File: config.mk
export PLATFORM = sky130hd
export DESIGN_NAME = spm_split_pm_regs
export DESIGN_NICKNAME = d
export VERILOG_FILES = /design/src/spm_pkg.sv /design/src/spm_commit_track.sv /design/src/spm_split_pm_regs.sv
export VERILOG_INCLUDE_DIRS = /design/src /design/src/src
export SDC_FILE = /design/constraint.sdc
export NUM_CORES = 1
export LEC_CHECK = 0
export BUFFER_PORTS_ARGS = -buffer_cell sky130_fd_sc_hd__buf_2
export CORE_MARGIN = 1
export CORE_UTILIZATION = 40
export CTS_CLUSTER_SIZE = 28
export DETAILED_ROUTE_END_ITERATION = 8
export PLACE_DENSITY = 0.63
export SYNTH_ARGS = -nofsm -noshare
export SYNTH_HDL_FRONTEND = slang
export SYNTH_SLANG_ARGS = --single-unit
File: constraint.sdc
create_clock -name clk_sys -period 4.3 [get_ports clk_sys]
set_input_delay 0.43 -clock clk_sys [delete_from_list [all_inputs] [get_ports clk_sys]]
set_output_delay 0.43 -clock clk_sys [all_outputs]
set_load 0.02 [all_outputs]
File: src/spm_regs.svh
// offsets, field positions, reset values and constants of the split and pm register slice
`ifndef SPM_REGS_SVH
`define SPM_REGS_SVH

`define SPM_OFS_UP_SPLIT        8'h88
`define SPM_OFS_DN_SPLIT        8'h8c
`define SPM_OFS_PM_CAP          8'h90

`define SPM_CAP_LSB             0
`define SPM_LIMIT_LSB           16
`define SPM_BUF_ADQ             16'h0010
`define SPM_LIMIT_RST           16'h0010
`define SPM_LIMIT_UNBOUNDED     16'hffff

`define SPM_PM_ID_VAL           8'h01
`define SPM_PM_NEXT_VAL         8'ha8
`define SPM_PM_VER_VAL          3'b011
`define SPM_PM_CLK_VAL          1'b0
`define SPM_PM_RSVD20_VAL       1'b0
`define SPM_PM_DSI_VAL          1'b0
`define SPM_PM_AUX_VAL          3'b001
`define SPM_PM_D1_VAL           1'b0
`define SPM_PM_D2_VAL           1'b0
`define SPM_PM_EVT_VAL          5'b11001

`endif

File: src/spm_pkg.sv
// types shared by the split and pm register slice
package spm_pkg;
  typedef logic [15:0] spm_adq_t;
  typedef logic [16:0] spm_cnt_t;
  typedef logic [7:0]  spm_ofs_t;
endpackage

File: src/spm_commit_track.sv
// outstanding split commitment tracker for one direction
`timescale 1ns/1ps
`default_nettype none
`include "spm_regs.svh"
module spm_commit_track #(
  parameter int CW = 17
) (
  input  wire logic           clk,
  input  wire logic           rst_n,
  input  wire spm_pkg::spm_adq_t limit,
  input  wire spm_pkg::spm_adq_t req_size,
  input  wire logic           take,
  input  wire logic           cpl_valid,
  input  wire spm_pkg::spm_adq_t cpl_size,
  output logic                room_ok,
  output logic [CW-1:0]       outstanding_q
);
  logic [CW-1:0] sum;
  logic [CW-1:0] nxt;

  // all ones means forward regardless of free completion space
  assign sum     = outstanding_q + CW'(req_size);
  assign room_ok = (limit == `SPM_LIMIT_UNBOUNDED) || (sum <= CW'(limit));

  // completions retire space; saturate at zero to survive stray returns
  always_comb begin
    nxt = outstanding_q;
    if (take) begin
      nxt = sum;
    end
    if (cpl_valid) begin
      nxt = (nxt > CW'(cpl_size)) ? nxt - CW'(cpl_size) : '0;
    end
  end

  always_ff @(posedge clk or negedge rst_n) begin
    if (!rst_n) begin
      outstanding_q <= '0;
    end else begin
      outstanding_q <= nxt;
    end
  end
endmodule
`default_nettype wire

File: src/spm_split_pm_regs.sv
// split transaction budget and pm capability configuration registers
`timescale 1ns/1ps
`default_nettype none
`include "spm_regs.svh"
module spm_split_pm_regs (
  input  wire logic              clk_sys,
  input  wire logic              arst_n,
  input  wire logic              cfg_wr,
  input  wire logic              cfg_rd,
  input  wire spm_pkg::spm_ofs_t cfg_addr,
  input  wire logic [3:0]        cfg_be,
  input  wire logic [31:0]       cfg_wdata,
  output logic [31:0]            cfg_rdata_q,
  output logic                   cfg_rvalid_q,
  input  wire logic              up_req_valid,
  input  wire spm_pkg::spm_adq_t up_req_size,
  input  wire logic              up_cpl_valid,
  input  wire spm_pkg::spm_adq_t up_cpl_size,
  output logic                   up_fwd_q,
  input  wire logic              dn_req_valid,
  input  wire spm_pkg::spm_adq_t dn_req_size,
  input  wire logic              dn_cpl_valid,
  input  wire spm_pkg::spm_adq_t dn_cpl_size,
  output logic                   dn_fwd_q,
  output logic                   split_req_delayed_q,
  input  wire logic              split_req_delayed_clr
);
  logic              rst_meta_q;
  logic              rst_n;
  spm_pkg::spm_adq_t up_limit_q;
  spm_pkg::spm_adq_t dn_limit_q;
  logic              up_ok;
  logic              dn_ok;
  logic              up_take;
  logic              dn_take;
  logic [31:0]       rd_mux;
  logic [31:0]       pm_word;
  logic [16:0]       up_outst;
  logic [16:0]       dn_outst;

  // reset released through two flops; assertion stays asynchronous
  always_ff @(posedge clk_sys or negedge arst_n) begin
    if (!arst_n) begin
      rst_meta_q <= 1'b0;
      rst_n      <= 1'b0;
    end else begin
      rst_meta_q <= 1'b1;
      rst_n      <= rst_meta_q;
    end
  end

  // no full half-word write needed: a single byte lane updates only its byte
  function automatic spm_pkg::spm_adq_t merge_hi(input spm_pkg::spm_adq_t old,
                                                 input logic [3:0] be,
                                                 input logic [31:0] wd);
    spm_pkg::spm_adq_t v;
    v = old;
    if (be[2]) begin
      v[7:0] = wd[23:16];
    end
    if (be[3]) begin
      v[15:8] = wd[31:24];
    end
    return v;
  endfunction

  always_ff @(posedge clk_sys or negedge rst_n) begin
    if (!rst_n) begin
      up_limit_q <= `SPM_LIMIT_RST;
    end else if (cfg_wr && cfg_addr == `SPM_OFS_UP_SPLIT) begin
      up_limit_q <= merge_hi(up_limit_q, cfg_be, cfg_wdata);
    end
  end

  always_ff @(posedge clk_sys or negedge rst_n) begin
    if (!rst_n) begin
      dn_limit_q <= `SPM_LIMIT_RST;
    end else if (cfg_wr && cfg_addr == `SPM_OFS_DN_SPLIT) begin
      dn_limit_q <= merge_hi(dn_limit_q, cfg_be, cfg_wdata);
    end
  end

  // pm capability word built from constants only
  assign pm_word = {`SPM_PM_EVT_VAL, `SPM_PM_D2_VAL, `SPM_PM_D1_VAL, `SPM_PM_AUX_VAL,
                    `SPM_PM_DSI_VAL, `SPM_PM_RSVD20_VAL, `SPM_PM_CLK_VAL,
                    `SPM_PM_VER_VAL, `SPM_PM_NEXT_VAL, `SPM_PM_ID_VAL};

  // read-only fields have no storage, so writes cannot reach them
  always_comb begin
    case (cfg_addr)
      `SPM_OFS_UP_SPLIT: rd_mux = {up_limit_q, `SPM_BUF_ADQ};
      `SPM_OFS_DN_SPLIT: rd_mux = {dn_limit_q, `SPM_BUF_ADQ};
      `SPM_OFS_PM_CAP:   rd_mux = pm_word;
      default:           rd_mux = 32'h0000_0000;
    endcase
  end

  // read data registered one cycle after the strobe
  always_ff @(posedge clk_sys or negedge rst_n) begin
    if (!rst_n) begin
      cfg_rdata_q  <= 32'h0000_0000;
      cfg_rvalid_q <= 1'b0;
    end else begin
      cfg_rvalid_q <= cfg_rd;
      if (cfg_rd) begin
        cfg_rdata_q <= rd_mux;
      end
    end
  end

  // requester holds valid until the grant pulse; block re-take in that cycle
  assign up_take = up_req_valid && up_ok && !up_fwd_q;
  assign dn_take = dn_req_valid && dn_ok && !dn_fwd_q;

  spm_commit_track #(.CW(17)) u_up_track (
    .clk           (clk_sys),
    .rst_n         (rst_n),
    .limit         (up_limit_q),
    .req_size      (up_req_size),
    .take          (up_take),
    .cpl_valid     (up_cpl_valid),
    .cpl_size      (up_cpl_size),
    .room_ok       (up_ok),
    .outstanding_q (up_outst)
  );

  spm_commit_track #(.CW(17)) u_dn_track (
    .clk           (clk_sys),
    .rst_n         (rst_n),
    .limit         (dn_limit_q),
    .req_size      (dn_req_size),
    .take          (dn_take),
    .cpl_valid     (dn_cpl_valid),
    .cpl_size      (dn_cpl_size),
    .room_ok       (dn_ok),
    .outstanding_q (dn_outst)
  );

  // grant pulses, unbounded limit always passes
  always_ff @(posedge clk_sys or negedge rst_n) begin
    if (!rst_n) begin
      up_fwd_q <= 1'b0;
      dn_fwd_q <= 1'b0;
    end else begin
      up_fwd_q <= up_take;
      dn_fwd_q <= dn_take;
    end
  end

  // sticky delayed flag; a new hold wins over a clear
  always_ff @(posedge clk_sys or negedge rst_n) begin
    if (!rst_n) begin
      split_req_delayed_q <= 1'b0;
    end else if (dn_req_valid && !dn_ok && !dn_fwd_q) begin
      split_req_delayed_q <= 1'b1;
    end else if (split_req_delayed_clr) begin
      split_req_delayed_q <= 1'b0;
    end
  end

  chk_up_cap_read: assert property (@(posedge clk_sys) disable iff (!rst_n)
    cfg_rd && cfg_addr == `SPM_OFS_UP_SPLIT |=> cfg_rdata_q[15:0] == 16'h0010)
    else $error("upstream buffer size wrong");

  chk_dn_cap_read: assert property (@(posedge clk_sys) disable iff (!rst_n)
    cfg_rd && cfg_addr == `SPM_OFS_DN_SPLIT |=> cfg_rdata_q[15:0] == 16'h0010)
    else $error("downstream buffer size wrong");

  chk_up_limit_wr: assert property (@(posedge clk_sys) disable iff (!rst_n)
    cfg_wr && cfg_addr == `SPM_OFS_UP_SPLIT && cfg_be[3:2] == 2'b11
    |=> up_limit_q == $past(cfg_wdata[31:16]))
    else $error("upstream limit not written");

  chk_dn_limit_wr: assert property (@(posedge clk_sys) disable iff (!rst_n)
    cfg_wr && cfg_addr == `SPM_OFS_DN_SPLIT && cfg_be[3:2] == 2'b11
    |=> dn_limit_q == $past(cfg_wdata[31:16]))
    else $error("downstream limit not written");

  chk_limit_reset: assert property (@(posedge clk_sys)
    $rose(rst_n) |-> up_limit_q == 16'h0010 && dn_limit_q == 16'h0010)
    else $error("limits not reset to buffer size");

  chk_unbounded_fwd: assert property (@(posedge clk_sys) disable iff (!rst_n)
    dn_limit_q == 16'hffff && dn_req_valid && !dn_fwd_q |=> dn_fwd_q)
    else $error("unbounded limit did not forward");

  chk_held_delayed: assert property (@(posedge clk_sys) disable iff (!rst_n)
    dn_req_valid && !dn_ok && !dn_fwd_q |=> !dn_fwd_q && split_req_delayed_q)
    else $error("over-limit request not held");

  chk_pm_id_ptr: assert property (@(posedge clk_sys) disable iff (!rst_n)
    cfg_rd && cfg_addr == `SPM_OFS_PM_CAP |=> cfg_rdata_q[7:0] == 8'h01)
    else $error("pm id wrong");

  chk_pm_next_ptr: assert property (@(posedge clk_sys) disable iff (!rst_n)
    cfg_rd && cfg_addr == `SPM_OFS_PM_CAP |=> cfg_rdata_q[15:8] == 8'ha8)
    else $error("next pointer wrong");

  chk_pm_version: assert property (@(posedge clk_sys) disable iff (!rst_n)
    cfg_rd && cfg_addr == `SPM_OFS_PM_CAP |=> cfg_rdata_q[18:16] == 3'b011)
    else $error("pm version wrong");

  chk_pm_clk_dsi: assert property (@(posedge clk_sys) disable iff (!rst_n)
    cfg_rd && cfg_addr == `SPM_OFS_PM_CAP |=> !cfg_rdata_q[19] && !cfg_rdata_q[21])
    else $error("pm clock or dsi bit set");

  chk_pm_d1_d2: assert property (@(posedge clk_sys) disable iff (!rst_n)
    cfg_rd && cfg_addr == `SPM_OFS_PM_CAP |=> cfg_rdata_q[26:25] == 2'b00)
    else $error("d1 or d2 advertised");

  chk_pm_events: assert property (@(posedge clk_sys) disable iff (!rst_n)
    cfg_rd && cfg_addr == `SPM_OFS_PM_CAP |=> cfg_rdata_q[31:27] == 5'b11001)
    else $error("event support wrong");

  chk_ro_low_half: assert property (@(posedge clk_sys) disable iff (!rst_n)
    cfg_wr && cfg_addr == `SPM_OFS_UP_SPLIT && cfg_be[3:2] == 2'b00
    |=> $stable(up_limit_q))
    else $error("low-lane write changed limit");

  // the next four checks work from the counters, not from the room flag
  chk_dn_empty_fwd: assert property (@(posedge clk_sys) disable iff (!rst_n)
    dn_req_valid && !dn_fwd_q && dn_outst == 17'h0_0000 && dn_req_size <= dn_limit_q
    |=> dn_fwd_q)
    else $error("fitting downstream request not forwarded");

  chk_up_empty_fwd: assert property (@(posedge clk_sys) disable iff (!rst_n)
    up_req_valid && !up_fwd_q && up_outst == 17'h0_0000 && up_req_size <= up_limit_q
    |=> up_fwd_q)
    else $error("fitting upstream request not forwarded");

  chk_dn_over_held: assert property (@(posedge clk_sys) disable iff (!rst_n)
    dn_req_valid && !dn_fwd_q && dn_limit_q != 16'hffff
    && dn_outst + 17'(dn_req_size) > 17'(dn_limit_q)
    |=> !dn_fwd_q && split_req_delayed_q)
    else $error("over-limit downstream request forwarded");

  chk_up_over_held: assert property (@(posedge clk_sys) disable iff (!rst_n)
    up_req_valid && !up_fwd_q && up_limit_q != 16'hffff
    && up_outst + 17'(up_req_size) > 17'(up_limit_q)
    |=> !up_fwd_q)
    else $error("over-limit upstream request forwarded");

  chk_up_unbounded: assert property (@(posedge clk_sys) disable iff (!rst_n)
    up_limit_q == 16'hffff && up_req_valid && !up_fwd_q |=> up_fwd_q)
    else $error("unbounded upstream limit did not forward");

  chk_dn_lo_lane: assert property (@(posedge clk_sys) disable iff (!rst_n)
    cfg_wr && cfg_addr == `SPM_OFS_DN_SPLIT && !cfg_be[2]
    |=> dn_limit_q[7:0] == $past(dn_limit_q[7:0]))
    else $error("disabled lane changed limit low byte");

  chk_dn_hi_lane: assert property (@(posedge clk_sys) disable iff (!rst_n)
    cfg_wr && cfg_addr == `SPM_OFS_DN_SPLIT && !cfg_be[3]
    |=> dn_limit_q[15:8] == $past(dn_limit_q[15:8]))
    else $error("disabled lane changed limit high byte");

  chk_pm_wr_ignored: assert property (@(posedge clk_sys) disable iff (!rst_n)
    cfg_wr && cfg_addr == `SPM_OFS_PM_CAP |=> $stable(up_limit_q) && $stable(dn_limit_q))
    else $error("pm header write reached a limit");

  chk_rd_no_effect: assert property (@(posedge clk_sys) disable iff (!rst_n)
    cfg_rd && !cfg_wr |=> $stable(up_limit_q) && $stable(dn_limit_q))
    else $error("read changed a limit");

  chk_flag_sticky: assert property (@(posedge clk_sys) disable iff (!rst_n)
    split_req_delayed_q && !split_req_delayed_clr |=> split_req_delayed_q)
    else $error("delayed flag dropped without clear");

  chk_flag_clear: assert property (@(posedge clk_sys) disable iff (!rst_n)
    split_req_delayed_clr && !dn_req_valid |=> !split_req_delayed_q)
    else $error("delayed flag not cleared");

  chk_dn_fwd_req: assert property (@(posedge clk_sys) disable iff (!rst_n)
    dn_fwd_q |-> $past(dn_req_valid))
    else $error("downstream forward without request");

  chk_up_fwd_req: assert property (@(posedge clk_sys) disable iff (!rst_n)
    up_fwd_q |-> $past(up_req_valid))
    else $error("upstream forward without request");

  cov_dn_fwd: cover property (@(posedge clk_sys) disable iff (!rst_n) dn_fwd_q);
  cov_up_fwd: cover property (@(posedge clk_sys) disable iff (!rst_n) up_fwd_q);
  cov_delayed: cover property (@(posedge clk_sys) disable iff (!rst_n)
    $rose(split_req_delayed_q));
  cov_pm_read: cover property (@(posedge clk_sys) disable iff (!rst_n)
    cfg_rd && cfg_addr == `SPM_OFS_PM_CAP);
  cov_flag_clr: cover property (@(posedge clk_sys) disable iff (!rst_n)
    $fell(split_req_delayed_q));
endmodule
`default_nettype wire

==> results of run 1 <==
-- timing repair --
item | CTS | global route
gates resized for setup | 54 | 21
gates cloned | 2 | 0
pin swaps | 27 | 41
hold buffers | 1 | 0
setup buffers | 20 | 7
setup endpoints to repair | 34 | 34
endpoints found under the hold margin | 2 | 0
-- logic make-up (layout without fill, tap and decap cells) --
group / count (synthesis) / in the layout / synth area share, %
simple gates: 186 / 186 / 11.4
xor+xnor: 51 / 51 / 5.66
flops: 90 / 90 / 28.1
mux: 54 / 54 / 8.18
buf+inv: 122 / 470 / 6.99
other cells: 2 / 12 / 0.0935
fa+ha+maj: 100 / 100 / 16.0
compound gates: 279 / 280 / 23.7
-- synth_stat cells, types with 5 or more instances --
cell       number  area, um^2
ha_1           96        1200
dfrtp_1        88        2200
inv_1          88         330
o21ai_0        75         375
a21oi_1        59         295
nand2_1        55         206
nor2_1         37         139
xnor2_1        35         307
mux2_2         34         383
a21o_1         32         240
nand4_1        21         131
nand3_1        20         100
buf_4          15         113
xor2_1         15         131
mux2_4         14         210
a22o_1         12         105
clkbuf_1       12        45.0
nor3_1         11        55.1
o211ai_1       10        75.1
a211oi_1        9        67.6
a31oi_1         9        56.3
o2bb2ai_1       9        78.8
o21a_1          8        60.1
nand2b_1        7        43.8
nor2b_1         7        43.8
o2bb2ai_2       7         105
and3_1          6        37.5
o21bai_1        6        45.0
mux2i_1         5        50.1
o22ai_1         5        31.3
-- power by group --
part           total, mW  internal [mW]  switching, mW
combinational       6.50           3.53           2.98
clock              0.791          0.417          0.374
sequential          1.09          0.997         0.0970
-- metal layers --
| metal | routed length, um | up-vias | global-route usage [%] |
|---|---|---|---|
| met2 | 11400 | 151 | 40.9 |
| met1 | 10900 | 3651 | 31.0 |
| met5 | 0 | - | 0 |
| met3 | 785 | 18 | 2.33 |
| met4 | 323 | 0 | 6.77 |
| li1 | - | 3909 | - |
-- worst max path at each step --
stage                                start                           end  slack [ps]  depth (start not counted)
2_1_floorplan               dn_req_size[0]   u_dn_track.outstanding_q[0]       -1460                         28
3_3_place_gp                dn_req_size[0]   u_dn_track.outstanding_q[6]       -1720                         27
3_5_place_dp                dn_req_size[0]   u_dn_track.outstanding_q[6]       -1890                         27
4_1_cts        u_dn_track.outstanding_q[0]  u_dn_track.outstanding_q[16]       -1630                         25
5_1_grt        u_dn_track.outstanding_q[0]   u_dn_track.outstanding_q[2]       -1910                         27
6_report       u_dn_track.outstanding_q[0]  u_dn_track.outstanding_q[16]       -1650                         25
-- cell type report --
class / count / area, um^2
tap: 265 / 332
fill: 1763 / 7830
sequential: 90 / 2260
inverter: 88 / 330
timing repair buffer: 366 / 2520
clock inverter: 5 / 43.8
clock buffer: 11 / 243
multi-input combinational: 683 / 6030
-- sequential cells by signal, summed over array words and instances (netlist names) --
signal                    count
u_up_track.outstanding_q     17
dn_fwd_q                      1
up_limit_q                   16
dn_limit_q                   16
cfg_rdata_q                  18
rst_meta_q                    1
u_dn_track.outstanding_q     17
rst_n                         1
split_req_delayed_q           1
cfg_rvalid_q                  1
up_fwd_q                      1
-- worst register-to-register path: stages, from the launching register on --
cell and delay, ps:
dfrtp_1 410, ha_4 180, fa_2 410, a211oi_4 260, o211ai_2 150, a41o_1 220, a21o_1 190, a21oi_2 140
xnor2_1 90, ha_1 300, nand4_1 130, or4_1 440, o22ai_1 260, a31oi_4 60, o31a_1 280, buf_12 170
mux2_4 320, ha_4 240, a21o_1 180, or3_1 310, o22ai_2 180, o21ai_2 90, a21o_1 180, a21o_1 200
o41a_1 320, mux2i_1 120
==> flow_summary.json, run 1 <==
{
  "dieArea_um2": 20600,
  "clock-sinks": 90,
  "avgSynthCellArea_um2": 9.09,
  "finalWorstSetupSlack_ps": -1650,
  "worstHoldStart": "split_req_delayed_clr",
  "rsz0062_at_grt": "yes",
  "r2r-end": "u_dn_track.outstanding_q[16]",
  "end_kind": "flop",
  "synth_enable_flop_cells": 0,
  "synth_seq_cells": 90,
  "drv_cap": 0,
  "cp_slowest_cell": "or4_1",
  "final_core_util_pct": 60.0,
  "io_pins": 153,
  "cts_root_buffer": "clkbuf_16",
  "finalHoldViolations": 0,
  "async_flop_share_pct": 100,
  "cts.htree.levels": 3,
  "critical_path_buf_inv_count": 1,
  "cp.required_ps": 4540,
  "numCtsBuffers": 9,
  "slew_headroom_pct": 46.8,
  "fin_total_pwr_mw": 8.39,
  "drc": 0,
  "whs_ps": 258,
  "synth_flop_cell": "dfrtp_1",
  "status": "finished, violations left",
  "drt_iter0_markers": 358,
  "pre_cts_ws_ps": -1890,
  "path_class": "reg -> reg",
  "synth_cell_types": 73,
  "fmax_ghz": 0.168,
  "grt_usage_pct": 23.6,
  "placed_area_um2": 10800,
  "grt_max_degree": 61,
  "overflow": 0,
  "path_delay_family": "compound AO/OA/AOI/OAI gates",
  "wl_per_cell_um": 15.6,
  "cp-start-kind": "flop",
  "grt_pass1_vias": 7595,
  "dpl.hpwl_um": 18600,
  "antenna_found_initial": 0,
  "clk_pin_slew_ps": 70,
  "r2r_cells": 25,
  "critPathMaxStageDelay_ps": 440,
  "slew_violations": 0,
  "timing.reg2reg.setup_slack_ps": -1650,
  "synth_area_um2": 8030,
  "layout_common_cells": "230 x buf_4, 123 x buf_2, 87 x inv_1, 87 x dfrtp_1, 72 x ha_1",
  "clock_latency_ps": 360,
  "core_um2": 19600,
  "totalWireLength_um": 23500,
  "finClkSkew_ps": 8.14,
  "vias_per_cell": 5.13,
  "port_buffers": 123,
  "dr.pass1.iters": 5,
  "dp_cells": 1464,
  "worstReg2RegStart": "u_dn_track.outstanding_q[0]",
  "cts_tree": "yes",
  "yosysWarnings": 0,
  "fin_cells": 1508,
  "fin_crit_ps": 5950,
  "ys_seq_area_share_pct": 28.1,
  "arrival_ps": 6190,
  "clock_path_buffers": 2,
  "ant_nets": 0,
  "final.period_utilization_pct": 138,
  "peakVddDrop_uv": 514,
  "initial_core_util_pct": 41.0,
  "antenna_cells": 0,
  "vias": 7729,
  "worst_pin_slew_ps": 798,
  "worst_hold_path_type": "in -> reg",
  "synthCells": 884,
  "rows": 51,
  "p_leak_nw": 5.92,
  "final_cell_area_um2": 11800,
  "power_density_nw_per_um2": 713,
  "holdPathStages": 2,
  "setup_violations": 34,
  "die_h_um": 144,
  "worst_path_most_repeated_cell": "a21o_1",
  "gp_congestion": 0.923,
  "whs_endpoint": "split_req_delayed_q",
  "syn_to_final_growth_pct": 46.4,
  "mostFrequentLayoutCell": "buf_4",
  "fin_setup_tns_ps": -47050,
  "violations": "setup timing",
  "drive_gt1_share_pct": 43.8,
  "nets": 1455,
  "die_x_um": 144,
  "grt_pass1_wl_um": 37700,
  "crit_fanout": 15
}
Note: power is estimated with default switching activity, not from simulation.
==> run 2, diff against run 1 <==
GPL_TIMING_DRIVEN = 0   (was not set)
==> flow_summary.json, run 2 (synthesis results as in run 1) <==
{
  "end_kind": "flop",
  "final.period_utilization_pct": 145,
  "clock_path_buffers": 2,
  "fin_total_pwr_mw": 8.08,
  "cts_tree": "yes",
  "grt_max_degree": 67,
  "grt_pass1_vias": 6859,
  "antenna_cells": 0,
  "die_x_um": 144,
  "power_density_nw_per_um2": 720,
  "gp_congestion": 0.880,
  "fin_cells": 1388,
  "cts.htree.levels": 3,
  "cp_slowest_cell": "or4_4",
  "largest_register": "cfg_rdata_q",
  "totalWireLength_um": 22800,
  "p_leak_nw": 5.38,
  "fin_crit_ps": 6230,
  "worst_hold_path_type": "in -> reg",
  "ant_nets": 0,
  "dp_cells": 1282,
  "numCtsBuffers": 9,
  "drt_iter0_markers": 529,
  "grt_pass1_wl_um": 35100,
  "port_buffers": 122,
  "largest_reg_flops": 18,
  "drive_gt1_share_pct": 38.4,
  "clock-sinks": 90,
  "fmax_ghz": 0.160,
  "cp.required_ps": 4580,
  "initial_core_util_pct": 41.0,
  "finClkSkew_ps": 5.17,
  "finalWorstSetupSlack_ps": -1930,
  "drc": 0,
  "clk_pin_slew_ps": 70,
  "clock_latency_ps": 350,
  "vias_per_cell": 5.27,
  "dr.pass1.iters": 5,
  "antenna_found_initial": 0,
  "core_um2": 19600,
  "die_h_um": 144,
  "rsz0062_at_grt": "yes",
  "path_class": "reg -> reg",
  "layout_common_cells": "122 x buf_2, 88 x buf_4, 87 x inv_1, 87 x dfrtp_1, 68 x o21ai_0",
  "slew_violations": 0,
  "status": "finished, violations left",
  "worst_pin_slew_ps": 1200,
  "final_cell_area_um2": 11200,
  "crit_fanout": 6,
  "setup_violations": 34,
  "peakVddDrop_uv": 455,
  "cp-start-kind": "flop",
  "wl_per_cell_um": 16.4,
  "finalHoldViolations": 0,
  "nets": 1335,
  "violations": "setup timing",
  "cts_root_buffer": "clkbuf_16",
  "slew_headroom_pct": 18.9,
  "rows": 51,
  "path_delay_family": "compound AO/OA/AOI/OAI gates",
  "pre_cts_ws_ps": -2310,
  "dieArea_um2": 20600,
  "vias": 7321,
  "largest_registers": "cfg_rdata_q (18), u_dn_track.outstanding_q (17), u_up_track.outstanding_q (17)",
  "fin_setup_tns_ps": -53140,
  "grt_usage_pct": 22.1,
  "drv_cap": 0,
  "io_pins": 153,
  "mostFrequentLayoutCell": "buf_2",
  "placed_area_um2": 9430,
  "critical_path_buf_inv_count": 3,
  "dpl.hpwl_um": 16800,
  "syn_to_final_growth_pct": 39.8,
  "overflow": 0,
  "critPathMaxStageDelay_ps": 460,
  "arrival_ps": 6510
}
[run 2: cell count changes in the layout (fill, tap and decap cells not counted), sizes merged]
cell      change
buf         -131
clkbuf       +12
clkinv        -2
clkinvlp      +2
a21oi         -1
bufinv        +1
inv           -1
[run 2: per-layer routing]
layer / share of wire [%] / vias to the layer above / GRT usage [%]
met1: 47 / 3465 / 30.3
met4: 1.5 / 0 / 6.72
met2: 48 / 154 / 36.6
li1: - / 3677 / -
met3: 3.2 / 25 / 2.37
met5: 0 / - / 0
[run 2: layout make-up]
| class | instances | area [um^2] |
|---|---|---|
| fillers | 1733 | 8370 |
| multi-input cells | 682 | 6300 |
| flip-flops and latches | 90 | 2260 |
| repair buffers | 214 | 1460 |
| well taps | 265 | 332 |
| inverters | 88 | 330 |
| clock buffers | 11 | 243 |
| plain buffers | 33 | 239 |
| clock inverters | 5 | 62.6 |
[run 2: worst paths after layout]
check	startpoint	endpoint	slack, ps	cells after the start
max	u_dn_track.outstanding_q[0]	u_dn_track.outstanding_q[15]	-1930	27
min	cfg_rd	cfg_rvalid_q	200	1
max in group asynchronous	rst_n	dn_limit_q[4]	3410	1
max reg2reg	u_dn_track.outstanding_q[0]	u_dn_track.outstanding_q[15]	-1930	27
min reg2reg	rst_n	up_fwd_q	230	0
min in group asynchronous	rst_n	up_fwd_q	230	0
[run 2: power by group]
part	leakage [nW]	total, mW	switching [mW]	internal [mW]
logic	4.11	6.15	2.97	3.17
clock network	0.143	0.833	0.362	0.471
registers	1.13	1.10	0.100	0.998
total	5.38	8.08	3.43	4.64
[run 2: worst reg2reg max path, delay by kind of cell, from the launching register on]
family,cells,cell delay [ps]
compound gates,14,2670
fa+ha+maj,4,1170
simple gates,4,1020
buf+inv,3,450
flops,1,410
mux,1,330
xor+xnor,1,100
[run 2: stage by stage]
| step | hold WS, ps | util (%) |
|---|---|---|
| 2_1_floorplan | 134 | - |
| 3_3_place_gp | 215 | 48.0 |
| 3_5_place_dp | 218 | 48.1 |
| 4_1_cts | 191 | 55.5 |
| 5_1_grt | 195 | 57.3 |
| 6_report | 198 | 57.3 |
[run 2: what timing repair did]
item,4_1_cts,5_1_grt
pin swaps,69,43
buffers inserted,67,19
endpoints found under the hold margin,2,0
cloned,4,0
resized for setup,85,30
setup endpoints to repair,34,35
hold buffers,1,0
